--- src/shared/lpw_pkg.sv ---
// Purpose: Constants and types for the low power mode and wake controller.
// Assumes: Single 40 MHz system clock, all control bits arrive as plain ports.
// Notes: Bit positions of the start-enable words are fixed here for the whole block.
// Behaviour
// - Deep power-down loses all state; reset reinitialises.
// - Functional pins tri-stated in deep power-down.
// - Clock alarm wakes from deep power-down.
// - Sleep wakes on any controller-enabled interrupt.
// - Hardware wake request wakes sleep and deep-sleep.
// - Pin interrupt needs controller and start-enable bit.
// - Brownout interrupt needs four enables to wake.
// - Brownout reset wakes when reset enabled.
// - Watchdog interrupt needs oscillator, feed, enables.
// - Watchdog reset needs oscillator, enable, reset, feed.
// - Second alarm needs count, oscillator, clock, enable.
// - Millisecond timer wakes deep-sleep and power-down.
// - Micro-tick timer needs oscillator, clock, enable.
// - Serial unit wakes in sync slave or 32k.
// - Sync serial and two-wire wake in slave mode.
// - USB need-clock request wakes deep-sleep.
// - DMA active sleep, limited deep-sleep, off power-down.
// - Sleep stops processor clock, keeps all state.
// - Deep-sleep gates main, peripheral clocks; flash standby.
// - Reset pin always wakes deep power-down.
package lpw_pkg;

  // Power modes requested by software.
  typedef enum logic [1:0] {
    LPW_REQ_ACTIVE = 2'h0,
    LPW_REQ_SLEEP  = 2'h1,
    LPW_REQ_DSLEEP = 2'h2,
    LPW_REQ_DPD    = 2'h3
  } lpw_req_t;

  // Controller state, codes left to the tool.
  typedef enum {
    LPW_ACTIVE,
    LPW_SLEEP,
    LPW_DSLEEP,
    LPW_DPD
  } lpw_state_t;

  // Widths of the interrupt and start-enable words.
  localparam int LPW_IRQ_W  = 32;
  localparam int LPW_PIN_W  = 8;
  localparam int LPW_PINS_W = 16;

  // Bit positions inside wake_start_enable_0.
  localparam int LPW_SE0_BROWNOUT = 0;
  localparam int LPW_SE0_WATCHDOG = 1;
  localparam int LPW_SE0_ALARM    = 2;
  localparam int LPW_SE0_MSWAKE   = 3;
  localparam int LPW_SE0_UTICK    = 4;

  // Matching bit positions in the core interrupt controller enables.
  localparam int LPW_IRQ_BROWNOUT = 0;
  localparam int LPW_IRQ_WATCHDOG = 1;
  localparam int LPW_IRQ_PIN0     = 8;

  // Bit positions in brownout_control and watchdog_setup.
  localparam int LPW_BOD_RST_EN = 0;
  localparam int LPW_BOD_IRQ_EN = 1;
  localparam int LPW_WDS_EN     = 0;
  localparam int LPW_WDS_RESET  = 1;
  localparam int LPW_WDS_IRQ    = 2;

  // Reset values.
  localparam logic [1:0] LPW_SYNC_RST = 2'h0;

endpackage

--- src/rtl/lpw_wake_ctrl.sv ---
// Purpose: Tracks reduced power modes, gates clocks and qualifies wake sources.
// Assumes: Wake events are levels from other domains and are synchronised here.
// Notes: Deep power-down exit is reported as a reset request, never a resume.
`timescale 1ns/1ps
`default_nettype none
module lpw_wake_ctrl (
  input  wire logic                        i_sys_clk,            // System clock, 40 MHz.
  input  wire logic                        i_rstn,               // Async reset, active low.
  input  wire lpw_pkg::lpw_req_t           i_mode_req,           // Requested power mode.
  input  wire logic                        i_mode_go,            // Pulse: enter requested mode.
  input  wire logic [lpw_pkg::LPW_IRQ_W-1:0] i_irq_pend,         // Pending interrupts (async).
  input  wire logic [lpw_pkg::LPW_IRQ_W-1:0] i_irq_en,           // Interrupt controller enables.
  input  wire logic [lpw_pkg::LPW_IRQ_W-1:0] i_wake_start_enable_0, // Start-enable word 0.
  input  wire logic [lpw_pkg::LPW_IRQ_W-1:0] i_wake_start_enable_1, // Start-enable word 1.
  input  wire logic [lpw_pkg::LPW_PINS_W-1:0] i_pin_irq,         // Pin interrupts (async).
  input  wire logic                        i_hardware_wake_request, // Serial activity wake.
  input  wire logic                        i_bod_irq,            // Brownout interrupt.
  input  wire logic                        i_bod_reset,          // Brownout reset event.
  input  wire logic [7:0]                  i_brownout_control,   // Brownout control bits.
  input  wire logic                        i_bod_keep_run,       // Detector kept running.
  input  wire logic                        i_wdt_irq,            // Watchdog interrupt.
  input  wire logic                        i_wdt_reset,          // Watchdog reset event.
  input  wire logic [7:0]                  i_watchdog_setup,     // Watchdog setup bits.
  input  wire logic                        i_wdt_fed,            // Watchdog has been fed.
  input  wire logic                        i_wdt_osc_on,         // Watchdog osc powered.
  input  wire logic                        i_wdt_osc_keep,       // Watchdog osc kept running.
  input  wire logic                        i_alarm_irq,          // Second alarm fired.
  input  wire logic                        i_alarm_started,      // Time-out written to counter.
  input  wire logic                        i_osc_1hz_on,         // 1 Hz oscillator on.
  input  wire logic                        i_osc_1khz_on,        // 1 kHz oscillator on.
  input  wire logic                        i_rtc_bus_clk_on,     // RTC bus clock enabled.
  input  wire logic                        i_ms_wake_irq,        // Millisecond timer time-out.
  input  wire logic                        i_ms_wake_started,    // Wake register written.
  input  wire logic                        i_utick_irq,          // Micro-tick time-out.
  input  wire logic                        i_utick_started,      // Timer control started.
  input  wire logic                        i_utick_clk_on,       // Micro-tick bus clock.
  input  wire logic                        i_usart_irq,          // Serial unit interrupt.
  input  wire logic                        i_usart_sync_slave,   // Sync slave mode.
  input  wire logic                        i_usart_32k_mode,     // 32 kHz clock mode.
  input  wire logic                        i_spi_irq,            // Sync serial interrupt.
  input  wire logic                        i_spi_slave,          // Sync serial slave mode.
  input  wire logic                        i_i2c_irq,            // Two-wire interrupt.
  input  wire logic                        i_i2c_slave,          // Two-wire slave mode.
  input  wire logic                        i_usb_need_clk,       // USB needs a clock.
  input  wire logic                        i_dma_dsleep_cfg,     // DMA allowed in deep-sleep.
  input  wire logic                        i_reset_pin_n,        // Reset pin, active low.
  output logic                             o_cpu_clk_en,         // Processor clock enable.
  output logic                             o_main_clk_en,        // Main clock enable.
  output logic                             o_periph_clk_en,      // Peripheral clocks enable.
  output logic                             o_flash_standby,      // Flash in standby.
  output logic                             o_dma_en,             // DMA may run.
  output logic                             o_pins_oe_n,          // Pin drive disable (1 = hi-Z).
  output logic                             o_state_lost,         // Retained state invalid.
  output logic                             o_chip_reset_req,     // Full reset request.
  output logic [1:0]                       o_mode,               // Current mode.
  output logic                             o_wake                // Pulse: wake event taken.
);
  import lpw_pkg::*;

  ////////////////////////////////////////////////////////////////////////////////
  // Synchronisers: every asynchronous event passes two flops first.

  localparam int EV_W = LPW_PINS_W + 15;

  logic [EV_W-1:0] sync_a;  // First stage, read only by sync_b.
  logic [EV_W-1:0] sync_b;  // Second stage, used by logic.
  logic [LPW_IRQ_W-1:0] irq_a;  // First stage of pending interrupts.
  logic [LPW_IRQ_W-1:0] irq_b;  // Second stage of pending interrupts.

  // Event bundle packed so one pair of flops serves them all.
  always_ff @(posedge i_sys_clk or negedge i_rstn) begin
    if (!i_rstn) begin
      sync_a <= '0;
      sync_b <= '0;
      irq_a  <= '0;
      irq_b  <= '0;
    end else begin
      sync_a <= {i_pin_irq, i_hardware_wake_request, i_bod_irq, i_bod_reset, i_wdt_irq,
                 i_wdt_reset, i_alarm_irq, i_ms_wake_irq, i_utick_irq, i_usart_irq,
                 i_spi_irq, i_i2c_irq, i_usb_need_clk, ~i_reset_pin_n, 1'b0, 1'b0};
      sync_b <= sync_a;
      irq_a  <= i_irq_pend;
      irq_b  <= irq_a;
    end
  end

  logic [LPW_PINS_W-1:0] s_pin;  // Synchronised pin interrupts.
  logic s_hw, s_bodi, s_bodr, s_wdti, s_wdtr, s_alarm, s_ms, s_ut;
  logic s_usart, s_spi, s_i2c, s_usb, s_rstpin, s_pad0, s_pad1;
  assign {s_pin, s_hw, s_bodi, s_bodr, s_wdti, s_wdtr, s_alarm, s_ms, s_ut,
          s_usart, s_spi, s_i2c, s_usb, s_rstpin, s_pad0, s_pad1} = sync_b;

  ////////////////////////////////////////////////////////////////////////////////
  // Wake qualification, one term per documented source.

  // Interrupt enabled both at the core controller and in start-enable word 0.
  function automatic logic se0_ok(input int irq_bit, input int se_bit);
    se0_ok = i_irq_en[irq_bit] && i_wake_start_enable_0[se_bit];
  endfunction

  logic [LPW_PINS_W-1:0] pin_se;  // Pin start enables from either word.
  logic wk_pin, wk_bodi, wk_bodr, wk_wdti, wk_wdtr, wk_alarm, wk_ms, wk_ut, wk_serial;
  logic wk_sleep, wk_dsleep, wk_dpd;

  always_comb begin
    pin_se = i_wake_start_enable_0[LPW_IRQ_PIN0 +: LPW_PINS_W] |
             i_wake_start_enable_1[LPW_PINS_W-1:0];
    wk_pin = |(s_pin & pin_se & i_irq_en[LPW_IRQ_PIN0 +: LPW_PINS_W]);
    wk_bodi = s_bodi && se0_ok(LPW_IRQ_BROWNOUT, LPW_SE0_BROWNOUT) &&
              i_brownout_control[LPW_BOD_IRQ_EN] && i_bod_keep_run;
    wk_bodr = s_bodr && i_brownout_control[LPW_BOD_RST_EN];
    wk_wdti = s_wdti && i_wdt_osc_on && i_wdt_osc_keep && i_wdt_fed &&
              i_watchdog_setup[LPW_WDS_EN] && i_watchdog_setup[LPW_WDS_IRQ] &&
              se0_ok(LPW_IRQ_WATCHDOG, LPW_SE0_WATCHDOG);
    wk_wdtr = s_wdtr && i_wdt_osc_on && i_wdt_fed && i_watchdog_setup[LPW_WDS_EN] &&
              i_watchdog_setup[LPW_WDS_RESET];
    wk_alarm = s_alarm && i_alarm_started && i_osc_1hz_on && i_rtc_bus_clk_on &&
               i_wake_start_enable_0[LPW_SE0_ALARM];
    wk_ms = s_ms && i_ms_wake_started && i_osc_1hz_on && i_osc_1khz_on;
    wk_ut = s_ut && i_utick_started && i_wdt_osc_on && i_utick_clk_on &&
            i_wake_start_enable_0[LPW_SE0_UTICK];
    wk_serial = (s_usart && (i_usart_sync_slave || i_usart_32k_mode)) ||
                (s_spi && i_spi_slave) || (s_i2c && i_i2c_slave) ||
                s_usb;
    // Sleep: any enabled interrupt or the hardware request.
    wk_sleep = (|(irq_b & i_irq_en)) || s_hw;
    wk_dsleep = wk_pin || wk_bodi || wk_bodr || wk_wdti || wk_wdtr || wk_alarm ||
                wk_ms || wk_ut || wk_serial || s_hw || s_rstpin;
    // Deep power-down keeps only the always-on alarm, timer and reset pin.
    wk_dpd = (s_alarm && i_alarm_started && i_osc_1hz_on) ||
             (s_ms && i_ms_wake_started && i_osc_1hz_on && i_osc_1khz_on) ||
             s_rstpin;
  end

  ////////////////////////////////////////////////////////////////////////////////
  // Mode state machine.

  lpw_state_t state;       // Current mode.
  lpw_state_t next_state;  // Mode after this edge.
  logic       next_wake;   // Wake taken this cycle.

  // Leave a low power mode on the first qualified event; only active accepts requests.
  always_comb begin
    next_state = state;
    next_wake  = 1'b0;
    unique case (state)
      LPW_ACTIVE: begin
        if (i_mode_go) begin
          unique case (i_mode_req)
            LPW_REQ_SLEEP:  next_state = LPW_SLEEP;
            LPW_REQ_DSLEEP: next_state = LPW_DSLEEP;
            LPW_REQ_DPD:    next_state = LPW_DPD;
            LPW_REQ_ACTIVE: next_state = LPW_ACTIVE;
          endcase
        end
      end
      LPW_SLEEP: begin
        if (wk_sleep) begin
          next_state = LPW_ACTIVE;
          next_wake  = 1'b1;
        end
      end
      LPW_DSLEEP: begin
        if (wk_dsleep) begin
          next_state = LPW_ACTIVE;
          next_wake  = 1'b1;
        end
      end
      LPW_DPD: begin
        if (wk_dpd) begin
          next_state = LPW_ACTIVE;
          next_wake  = 1'b1;
        end
      end
    endcase
  end

  // State register.
  always_ff @(posedge i_sys_clk or negedge i_rstn) begin
    if (!i_rstn) begin
      state <= LPW_ACTIVE;
    end else begin
      state <= next_state;
    end
  end

  // Wake pulse, registered so it is glitch free.
  always_ff @(posedge i_sys_clk or negedge i_rstn) begin
    if (!i_rstn) begin
      o_wake <= 1'b0;
    end else begin
      o_wake <= next_wake;
    end
  end

  // Exit from deep power-down requests a full reset, since nothing was retained.
  always_ff @(posedge i_sys_clk or negedge i_rstn) begin
    if (!i_rstn) begin
      o_chip_reset_req <= 1'b0;
    end else begin
      o_chip_reset_req <= (state == LPW_DPD) && wk_dpd;
    end
  end

  // Lost flag sets on deep power-down entry and is cleared only by reset.
  always_ff @(posedge i_sys_clk or negedge i_rstn) begin
    if (!i_rstn) begin
      o_state_lost <= 1'b0;
    end else if (next_state == LPW_DPD) begin
      o_state_lost <= 1'b1;
    end
  end

  ////////////////////////////////////////////////////////////////////////////////
  // Clock gating and power outputs, registered from the next mode.

  // Sleep stops only the processor; deep-sleep also gates main and peripheral
  // clocks and parks flash. Retention in sleep is implicit: nothing is reset.
  always_ff @(posedge i_sys_clk or negedge i_rstn) begin
    if (!i_rstn) begin
      o_cpu_clk_en    <= 1'b1;
      o_main_clk_en   <= 1'b1;
      o_periph_clk_en <= 1'b1;
      o_flash_standby <= 1'b0;
      o_pins_oe_n     <= 1'b0;
    end else begin
      o_cpu_clk_en    <= (next_state == LPW_ACTIVE);
      o_main_clk_en   <= (next_state == LPW_ACTIVE) || (next_state == LPW_SLEEP);
      o_periph_clk_en <= (next_state == LPW_ACTIVE) || (next_state == LPW_SLEEP);
      o_flash_standby <= (next_state == LPW_DSLEEP);
      o_pins_oe_n     <= (next_state == LPW_DPD);
    end
  end

  // DMA runs in active and sleep, in deep-sleep only when configured.
  always_ff @(posedge i_sys_clk or negedge i_rstn) begin
    if (!i_rstn) begin
      o_dma_en <= 1'b1;
    end else begin
      unique case (next_state)
        LPW_ACTIVE, LPW_SLEEP: o_dma_en <= 1'b1;
        LPW_DSLEEP:            o_dma_en <= i_dma_dsleep_cfg;
        LPW_DPD:               o_dma_en <= 1'b0;
      endcase
    end
  end

  // Mode code visible to software.
  always_ff @(posedge i_sys_clk or negedge i_rstn) begin
    if (!i_rstn) begin
      o_mode <= LPW_SYNC_RST;
    end else begin
      unique case (next_state)
        LPW_ACTIVE: o_mode <= LPW_REQ_ACTIVE;
        LPW_SLEEP:  o_mode <= LPW_REQ_SLEEP;
        LPW_DSLEEP: o_mode <= LPW_REQ_DSLEEP;
        LPW_DPD:    o_mode <= LPW_REQ_DPD;
      endcase
    end
  end

endmodule
`default_nettype wire

--- config.mk ---
export PLATFORM = sky130hd
export DESIGN_NAME = lpw_wake_ctrl
export DESIGN_NICKNAME = d
export VERILOG_FILES = /design/src/shared/lpw_pkg.sv /design/src/rtl/lpw_wake_ctrl.sv
export SDC_FILE = /design/constraint.sdc
export NUM_CORES = 1
export LEC_CHECK = 0
export BUFFER_PORTS_ARGS = -buffer_cell sky130_fd_sc_hd__buf_4
export CAP_MARGIN = 5
export CELL_PAD_IN_SITES_DETAIL_PLACEMENT = 1
export CELL_PAD_IN_SITES_GLOBAL_PLACEMENT = 1
export CORE_ASPECT_RATIO = 0.6
export CORE_MARGIN = 2
export CORE_UTILIZATION = 42
export CTS_BUF_LIST = sky130_fd_sc_hd__clkbuf_4 sky130_fd_sc_hd__clkbuf_8
export DETAILED_ROUTE_END_ITERATION = 8
export PLACE_DENSITY_LB_ADDON = 0.1
export RECOVER_POWER = 25
export SETUP_SLACK_MARGIN = 0.2
export SLEW_MARGIN = 20
export SYNTH_ARGS = -nofsm -noshare
export SYNTH_HDL_FRONTEND = slang
export SYNTH_SLANG_ARGS = --single-unit
--- constraint.sdc ---
create_clock -name i_sys_clk -period 3.8 [get_ports i_sys_clk]
set_input_delay 0.38 -clock i_sys_clk [delete_from_list [all_inputs] [get_ports i_sys_clk]]
set_output_delay 0.38 -clock i_sys_clk [all_outputs]
set_load 0.02 [all_outputs]
**Yosys cells after proc, flatten, opt, wreduce, memory -nomap -nowiden**

Index checks and enable logic that the tools add are counted.

- Register bits after elaboration: 164
- Latch bits: 0
- RAM bits: 0
- Bits in read-only memories: 0
- Bits of input ports: 194
- Logic and storage cells: 100
- Memories kept: 0

- $add $sub $neg: 0
- $mul: 0
- Divide/modulo/power cells: 0
- Order comparisons: 0
- Equal/unequal tests: 13
- Shift-type cells: 0
- Multiplexer cells: 12
- Bitwise operators: 5
- Reductions and logical operators: 56

Operator list:

| cell | count |
|---|---|
| 32-bit one-hot mux with 4 select lines | 2 |
| 32-bit by 2-bit == test with 1-bit output, second input constant | 5 |
| 32-bit 2-to-1 mux | 4 |
| 32-bit by 3-bit == test with 1-bit output, second input constant | 3 |
| 32-bit zero test | 3 |
| 32-bit by 1-bit == test with 1-bit output, second input constant | 2 |
| 16-bit AND | 2 |
| 32-bit AND | 1 |
| 32-bit OR reduction | 1 |
| 1-bit logical AND | 31 |
| 1-bit logical OR | 18 |
| 16-bit bitwise OR | 1 |
| 16-bit OR reduction | 1 |
| 2-bit one-hot mux with 4 select lines | 1 |
| 1-bit one-hot mux with 3 select lines | 2 |
| 2-bit == test, second input constant | 2 |
| 1-bit 2-to-1 mux | 3 |
| 2-bit by 1-bit == test with 1-bit output, second input constant | 1 |
| 2-bit zero test | 1 |
| 2-bit OR reduction | 1 |
| 1-bit NOT | 1 |

**Longest topological paths before layout**

- Depth in word-level cells: 19
- Depth in mapped cells: 7

**Worst setup path before layout**

Ideal clock, no wire load.

- Path type: reg2reg
- Start: register state[21]
- End: register o_mode[0]
- Arrival: 1843 ps
- Data required time: 3681 ps
- Setup slack: 1838 ps
- Stages on the path, launching flop included: 8
- Path buffers: 1
- Cells stage by stage: dfrtp_1 nor4_2 and4_4 o2111ai_4 and3_1 or3b_1 buf_2 and2_1

- Cells in the longest elaborated chain, start to end: 4
- Elaborated cells between the ends (all ways): 14
- Those cells by class: 6 x eq/ne; 6 x mux; 2 x reduce/logical

Ends and longest elaborated chain:

| element | RTL line | RTL |
|---|---|---|
| from (decl) | lpw_wake_ctrl.sv:138 | `lpw_state_t state;` |
| from (signal assigned) | lpw_wake_ctrl.sv:183 | `state <= next_state;` |
| 32-bit by 2-bit == test with 1-bit output (tied with other cells) | lpw_wake_ctrl.sv:146 | `unique case (state)` |
| 32-bit one-hot mux with 4 select lines (*) | lpw_wake_ctrl.sv:146 |  |
| named net next_state[0] | lpw_wake_ctrl.sv:139 | `lpw_state_t next_state;` |
| 32-bit by 2-bit == test with 1-bit output (tied with other cells) | lpw_wake_ctrl.sv:253 | `unique case (next_state)` |
| 2-bit one-hot mux with 4 select lines (*) | lpw_wake_ctrl.sv:253 |  |
| to (signal assigned) | lpw_wake_ctrl.sv:254 | `LPW_ACTIVE: o_mode <= LPW_REQ_ACTIVE;` |
| to (signal assigned) | lpw_wake_ctrl.sv:255 | `LPW_SLEEP: o_mode <= LPW_REQ_SLEEP;` |
| to (signal assigned) | lpw_wake_ctrl.sv:256 | `LPW_DSLEEP: o_mode <= LPW_REQ_DSLEEP;` |
| to (decl) | lpw_wake_ctrl.sv:55 | `output logic [1:0] o_mode,` |

Mark *: on every way through the listed nets, which the timed path passes. The rest lies on a longest branch.
A chain may end at the register's enable or synchronous reset.

**Final worst setup path**

- Start: register state[3]
- End: register o_state_lost

- Cells in the longest elaborated chain, start to end: 3
- Elaborated cells between the ends (all ways): 10
- Those cells by class: 4 x eq/ne; 5 x mux; 1 x reduce/logical

Ends and longest elaborated chain:

| element | RTL line | RTL |
|---|---|---|
| 32-bit by 2-bit == test with 1-bit output (tied with other cells) | lpw_wake_ctrl.sv:146 |  |
| 32-bit one-hot mux with 4 select lines (*) | lpw_wake_ctrl.sv:146 |  |
| 32-bit by 3-bit == test with 1-bit output (*) | lpw_wake_ctrl.sv:209 | `end else if (next_state == LPW_DPD) begin` |
| to (signal assigned) | lpw_wake_ctrl.sv:208 | `o_state_lost <= 1'b0;` |
| to (signal assigned) | lpw_wake_ctrl.sv:210 | `o_state_lost <= 1'b1;` |
| to (decl) | lpw_wake_ctrl.sv:53 | `output logic o_state_lost,` |

Mark *: on every way between the ends. The rest lies on a longest branch, timed or not.

==> summary.txt <==
Run status
  – Status: complete, but fails checks
  – Failing checks: negative hold slack

Logic synthesis
  – Most common cell in the netlist: dfrtp_1
  – Distinct cells, synth: 37
  – Syn nets: 503
  – Synth Warn #: 0
  – Post-synthesis simple-gate area fraction: 10.4%
  – Largest area contributor in the netlist: dfrtp_1
  – Synth cell count leaders: dfrtp_1, and2_1, o211ai_1
  – Mapped Area: 0.00506 sq mm
  – Synth top area cells: dfrtp_1, and2_1, o211ai_1
  – Post-Synth XOR/XNOR Area: 0%
  – Yosys reg bits: 164
  – Post-Synth Adder-Cell Area: 0%
  – Mux cell area share after synthesis: 0%
  – EDFF count, synth: 0
  – Top_reg_cell synth: dfrtp_1
  – Post-synth ARST share: 100%
  – Complex-gate fraction of the synthesized area: 7.52%
  – Area share of the largest cell type after synthesis: 79.6%
  – Register area share after synthesis: 81.2%
  – Synthesized area per cell: 16.4 sq um
  – Mapped Cells: 309
  – Largest family of logic cells by synthesized area: simple AND/OR/NAND/NOR gates

Placement
  – Detailed Place HPWL: 9080 um
  – Port bufs: 165
  – GP Congestion: 0.851
  – Area after DPL: 0.00651 sq mm
  – Inst Count DP: 632

Pwr
  – Overall power: 0.00375 W
  – Power Density: 539 mW/mm^2
  – P_leak: 3.34 nW
  – VDD IR-drop max: 306 uV

Worst setup path
  – Slowest CP cell: a221oi_1
  – Reg2Reg Depth: 6
  – Worst-path cell chain: nor4_1 -> and2_1 -> o2111ai_4 -> a221oi_1 -> a21oi_1 -> a21o_1
  – Worst path max stage delay: 0.53 ns
  – Crit Path Class: reg2reg
  – Req. time, crit path: 4.13 ns
  – CP bufs+invs: 0
  – CP Launch Type: flop
  – CP top delay family: compound AO/OA/AOI/OAI gates
  – Critical path depth: 6
  – CP Max Fanout: 5
  – Worst endpoint data arrival time: 2.63 ns
  – CP endpoint kind: flop

Detailed routing
  – Routed wl met2: 5520 um
  – Met3 wire length: 913 um
  – Routed WL: 11800 um
  – DRT Pass-1 Iters: 4
  – Via density: 4.78
  – Post-Route M1 WL: 5270 um
  – Wire per inst: 17.8 um
  – 1st-iter DRT viols: 181
  – DRC: 0
  – Via count: 3175
  – Remaining antenna violation count after routing: 0
  – Highest routed layer: met4

Layout
  – Multi-input gate area: 906 sq um
  – Post-Layout Cell Count: 664
  – Fillers: 1122
  – Layout cells sized above 1: 41.3%
  – Nets: 685
  – Post-route cell area: 0.00696 sq mm
  – Antenna Cells: 0
  – Area growth, synth to finish: 37.5%
  – Seq. cell area: 0.00411 sq mm

Timing
  – Final Setup Violations: 0
  – Final Hold Fails: 8
  – Unrepaired setup endpoints after global routing: no
  – Post-Route Setup TNS: 0 ns
  – Worst-margin pin slew: 0.786 ns
  – Min Hold Slack: -0.0141 ns
  – Setup Skew: 0.0143 ns
  – Tmin final: 2.31 ns
  – Worst-case headroom to the max-slew limit: 47.6%
  – Fin. max-slew vios: 0
  – Peak Freq: 0.434 GHz
  – Fin crit share: 60.7%

Global routing
  – Vias in the first global route: 3607
  – Largest net degree at the start of global routing: 90
  – Tot GR Track Use: 19.9%
  – First-pass GRT wire length: 18900 um
  – Gr ovfl total: 0
  – Initial antenna violation count: 0

Floorplan
  – # rows: 30
  – Core area: 0.0115 sq mm
  – Die width: 146 um
  – Initial core utilization: 43.9%
  – # IOs: 205
  – DIE AREA: 0.0130 sq mm
  – Height of the die: 89.0 um

Flow run
  – MaxCap Viol Count: 0

Clock network
  – CTS Hold Bufs: 0
  – CTS H-tree lvls: 4
  – CTS Buf Count: 17
  – Root Driver: clkbuf_8
  – Cells resized by post-CTS repair: 0
  – Clock-pin transition on the worst setup and hold timing paths: 0.09 ns
  – CTS tree: yes
  – Max Root-Sink Buffers: 2
  – Clock sink count: 164
  – Post-CTS setup buffer count: 0
  – Clock latency on the worst-skew pair: 0.43 ns

Hold path
  – Worst Hold Class: in2async
worst paths after layout:
path	start	endpoint	slack (ns)
max reg2reg	state[3]$_DFF_PN0_	o_state_lost$_DFFE_PN0N_	1.49
min reg2reg	irq_a[22]$_DFF_PN0_	irq_b[22]$_DFF_PN0_	0.34
min in group i_sys_clk	i_pin_irq[15]	sync_a[30]$_DFF_PN0_	0.07
min	i_rstn	irq_a[24]$_DFF_PN0_	-0.01
max in group asynchronous	i_rstn	irq_a[30]$_DFF_PN0_	2.89
max	state[3]$_DFF_PN0_	o_state_lost$_DFFE_PN0N_	1.49
cell usage in the layout (no fill, tap or decap), drive strengths merged, types with 4 or more instances in the layout:
cell / synthesis / final
nand2: 10 / 10
nor2b: 7 / 7
clkinvlp: 0 / 4
o21ai: 4 / 4
and2: 28 / 28
clkbuf: 2 / 82
o211ai: 16 / 16
dfrtp: 161 / 161
bufinv: 0 / 4
nor4: 10 / 10
and3: 4 / 4
nand4: 14 / 14
a22oi: 13 / 13
buf: 2 / 106
inv: 7 / 9
power breakdown:
part	internal (W)	leakage, nW	switching (W)	total (W)
registers	0.00186	1.99	0.0000516	0.00192
logic	0.000218	1.14	0.000235	0.000453
clock network	0.000761	0.214	0.000617	0.00138
per-layer routing:
metal	track usage (%)	vias up
li1	-	1467
met1	24.9	1582
met2	32.3	118
met3	8.27	8
met4	6.33	0
met5	0	-
final cells by class:
type	count	area share, %
timing repair buffer	167	18.3
clock buffer	21	3.88
inverter	7	0.378
sequential	164	59.0
multi-input combinational	134	13.0
clock inverter	11	2.54
tap	160	2.88
cell families after synthesis:
family / after synthesis
and+or+nand+nor: 85
buffers and inverters: 11
DFF: 164
AOI/OAI and AO/OA: 49
registers in the layout (all words and copies together) (netlist names), 2 cells and up:
register	cells
o_mode	2
sync_a	29
sync_b	29
irq_b	32
state	32
irq_a	32
stage by stage:
step           hold WS (ns)  setup slack, ns  util, %
4_1_cts              0.0109             1.41     60.4
3_5_place_dp          0.336             1.24     56.5
2_1_floorplan        0.0844             1.84        -
5_1_grt              0.0283             1.18     60.4
6_report            -0.0141             1.49     60.4
3_3_place_gp          0.332             1.25     56.5
No activity file was read; power rests on OpenSTA's default activity.
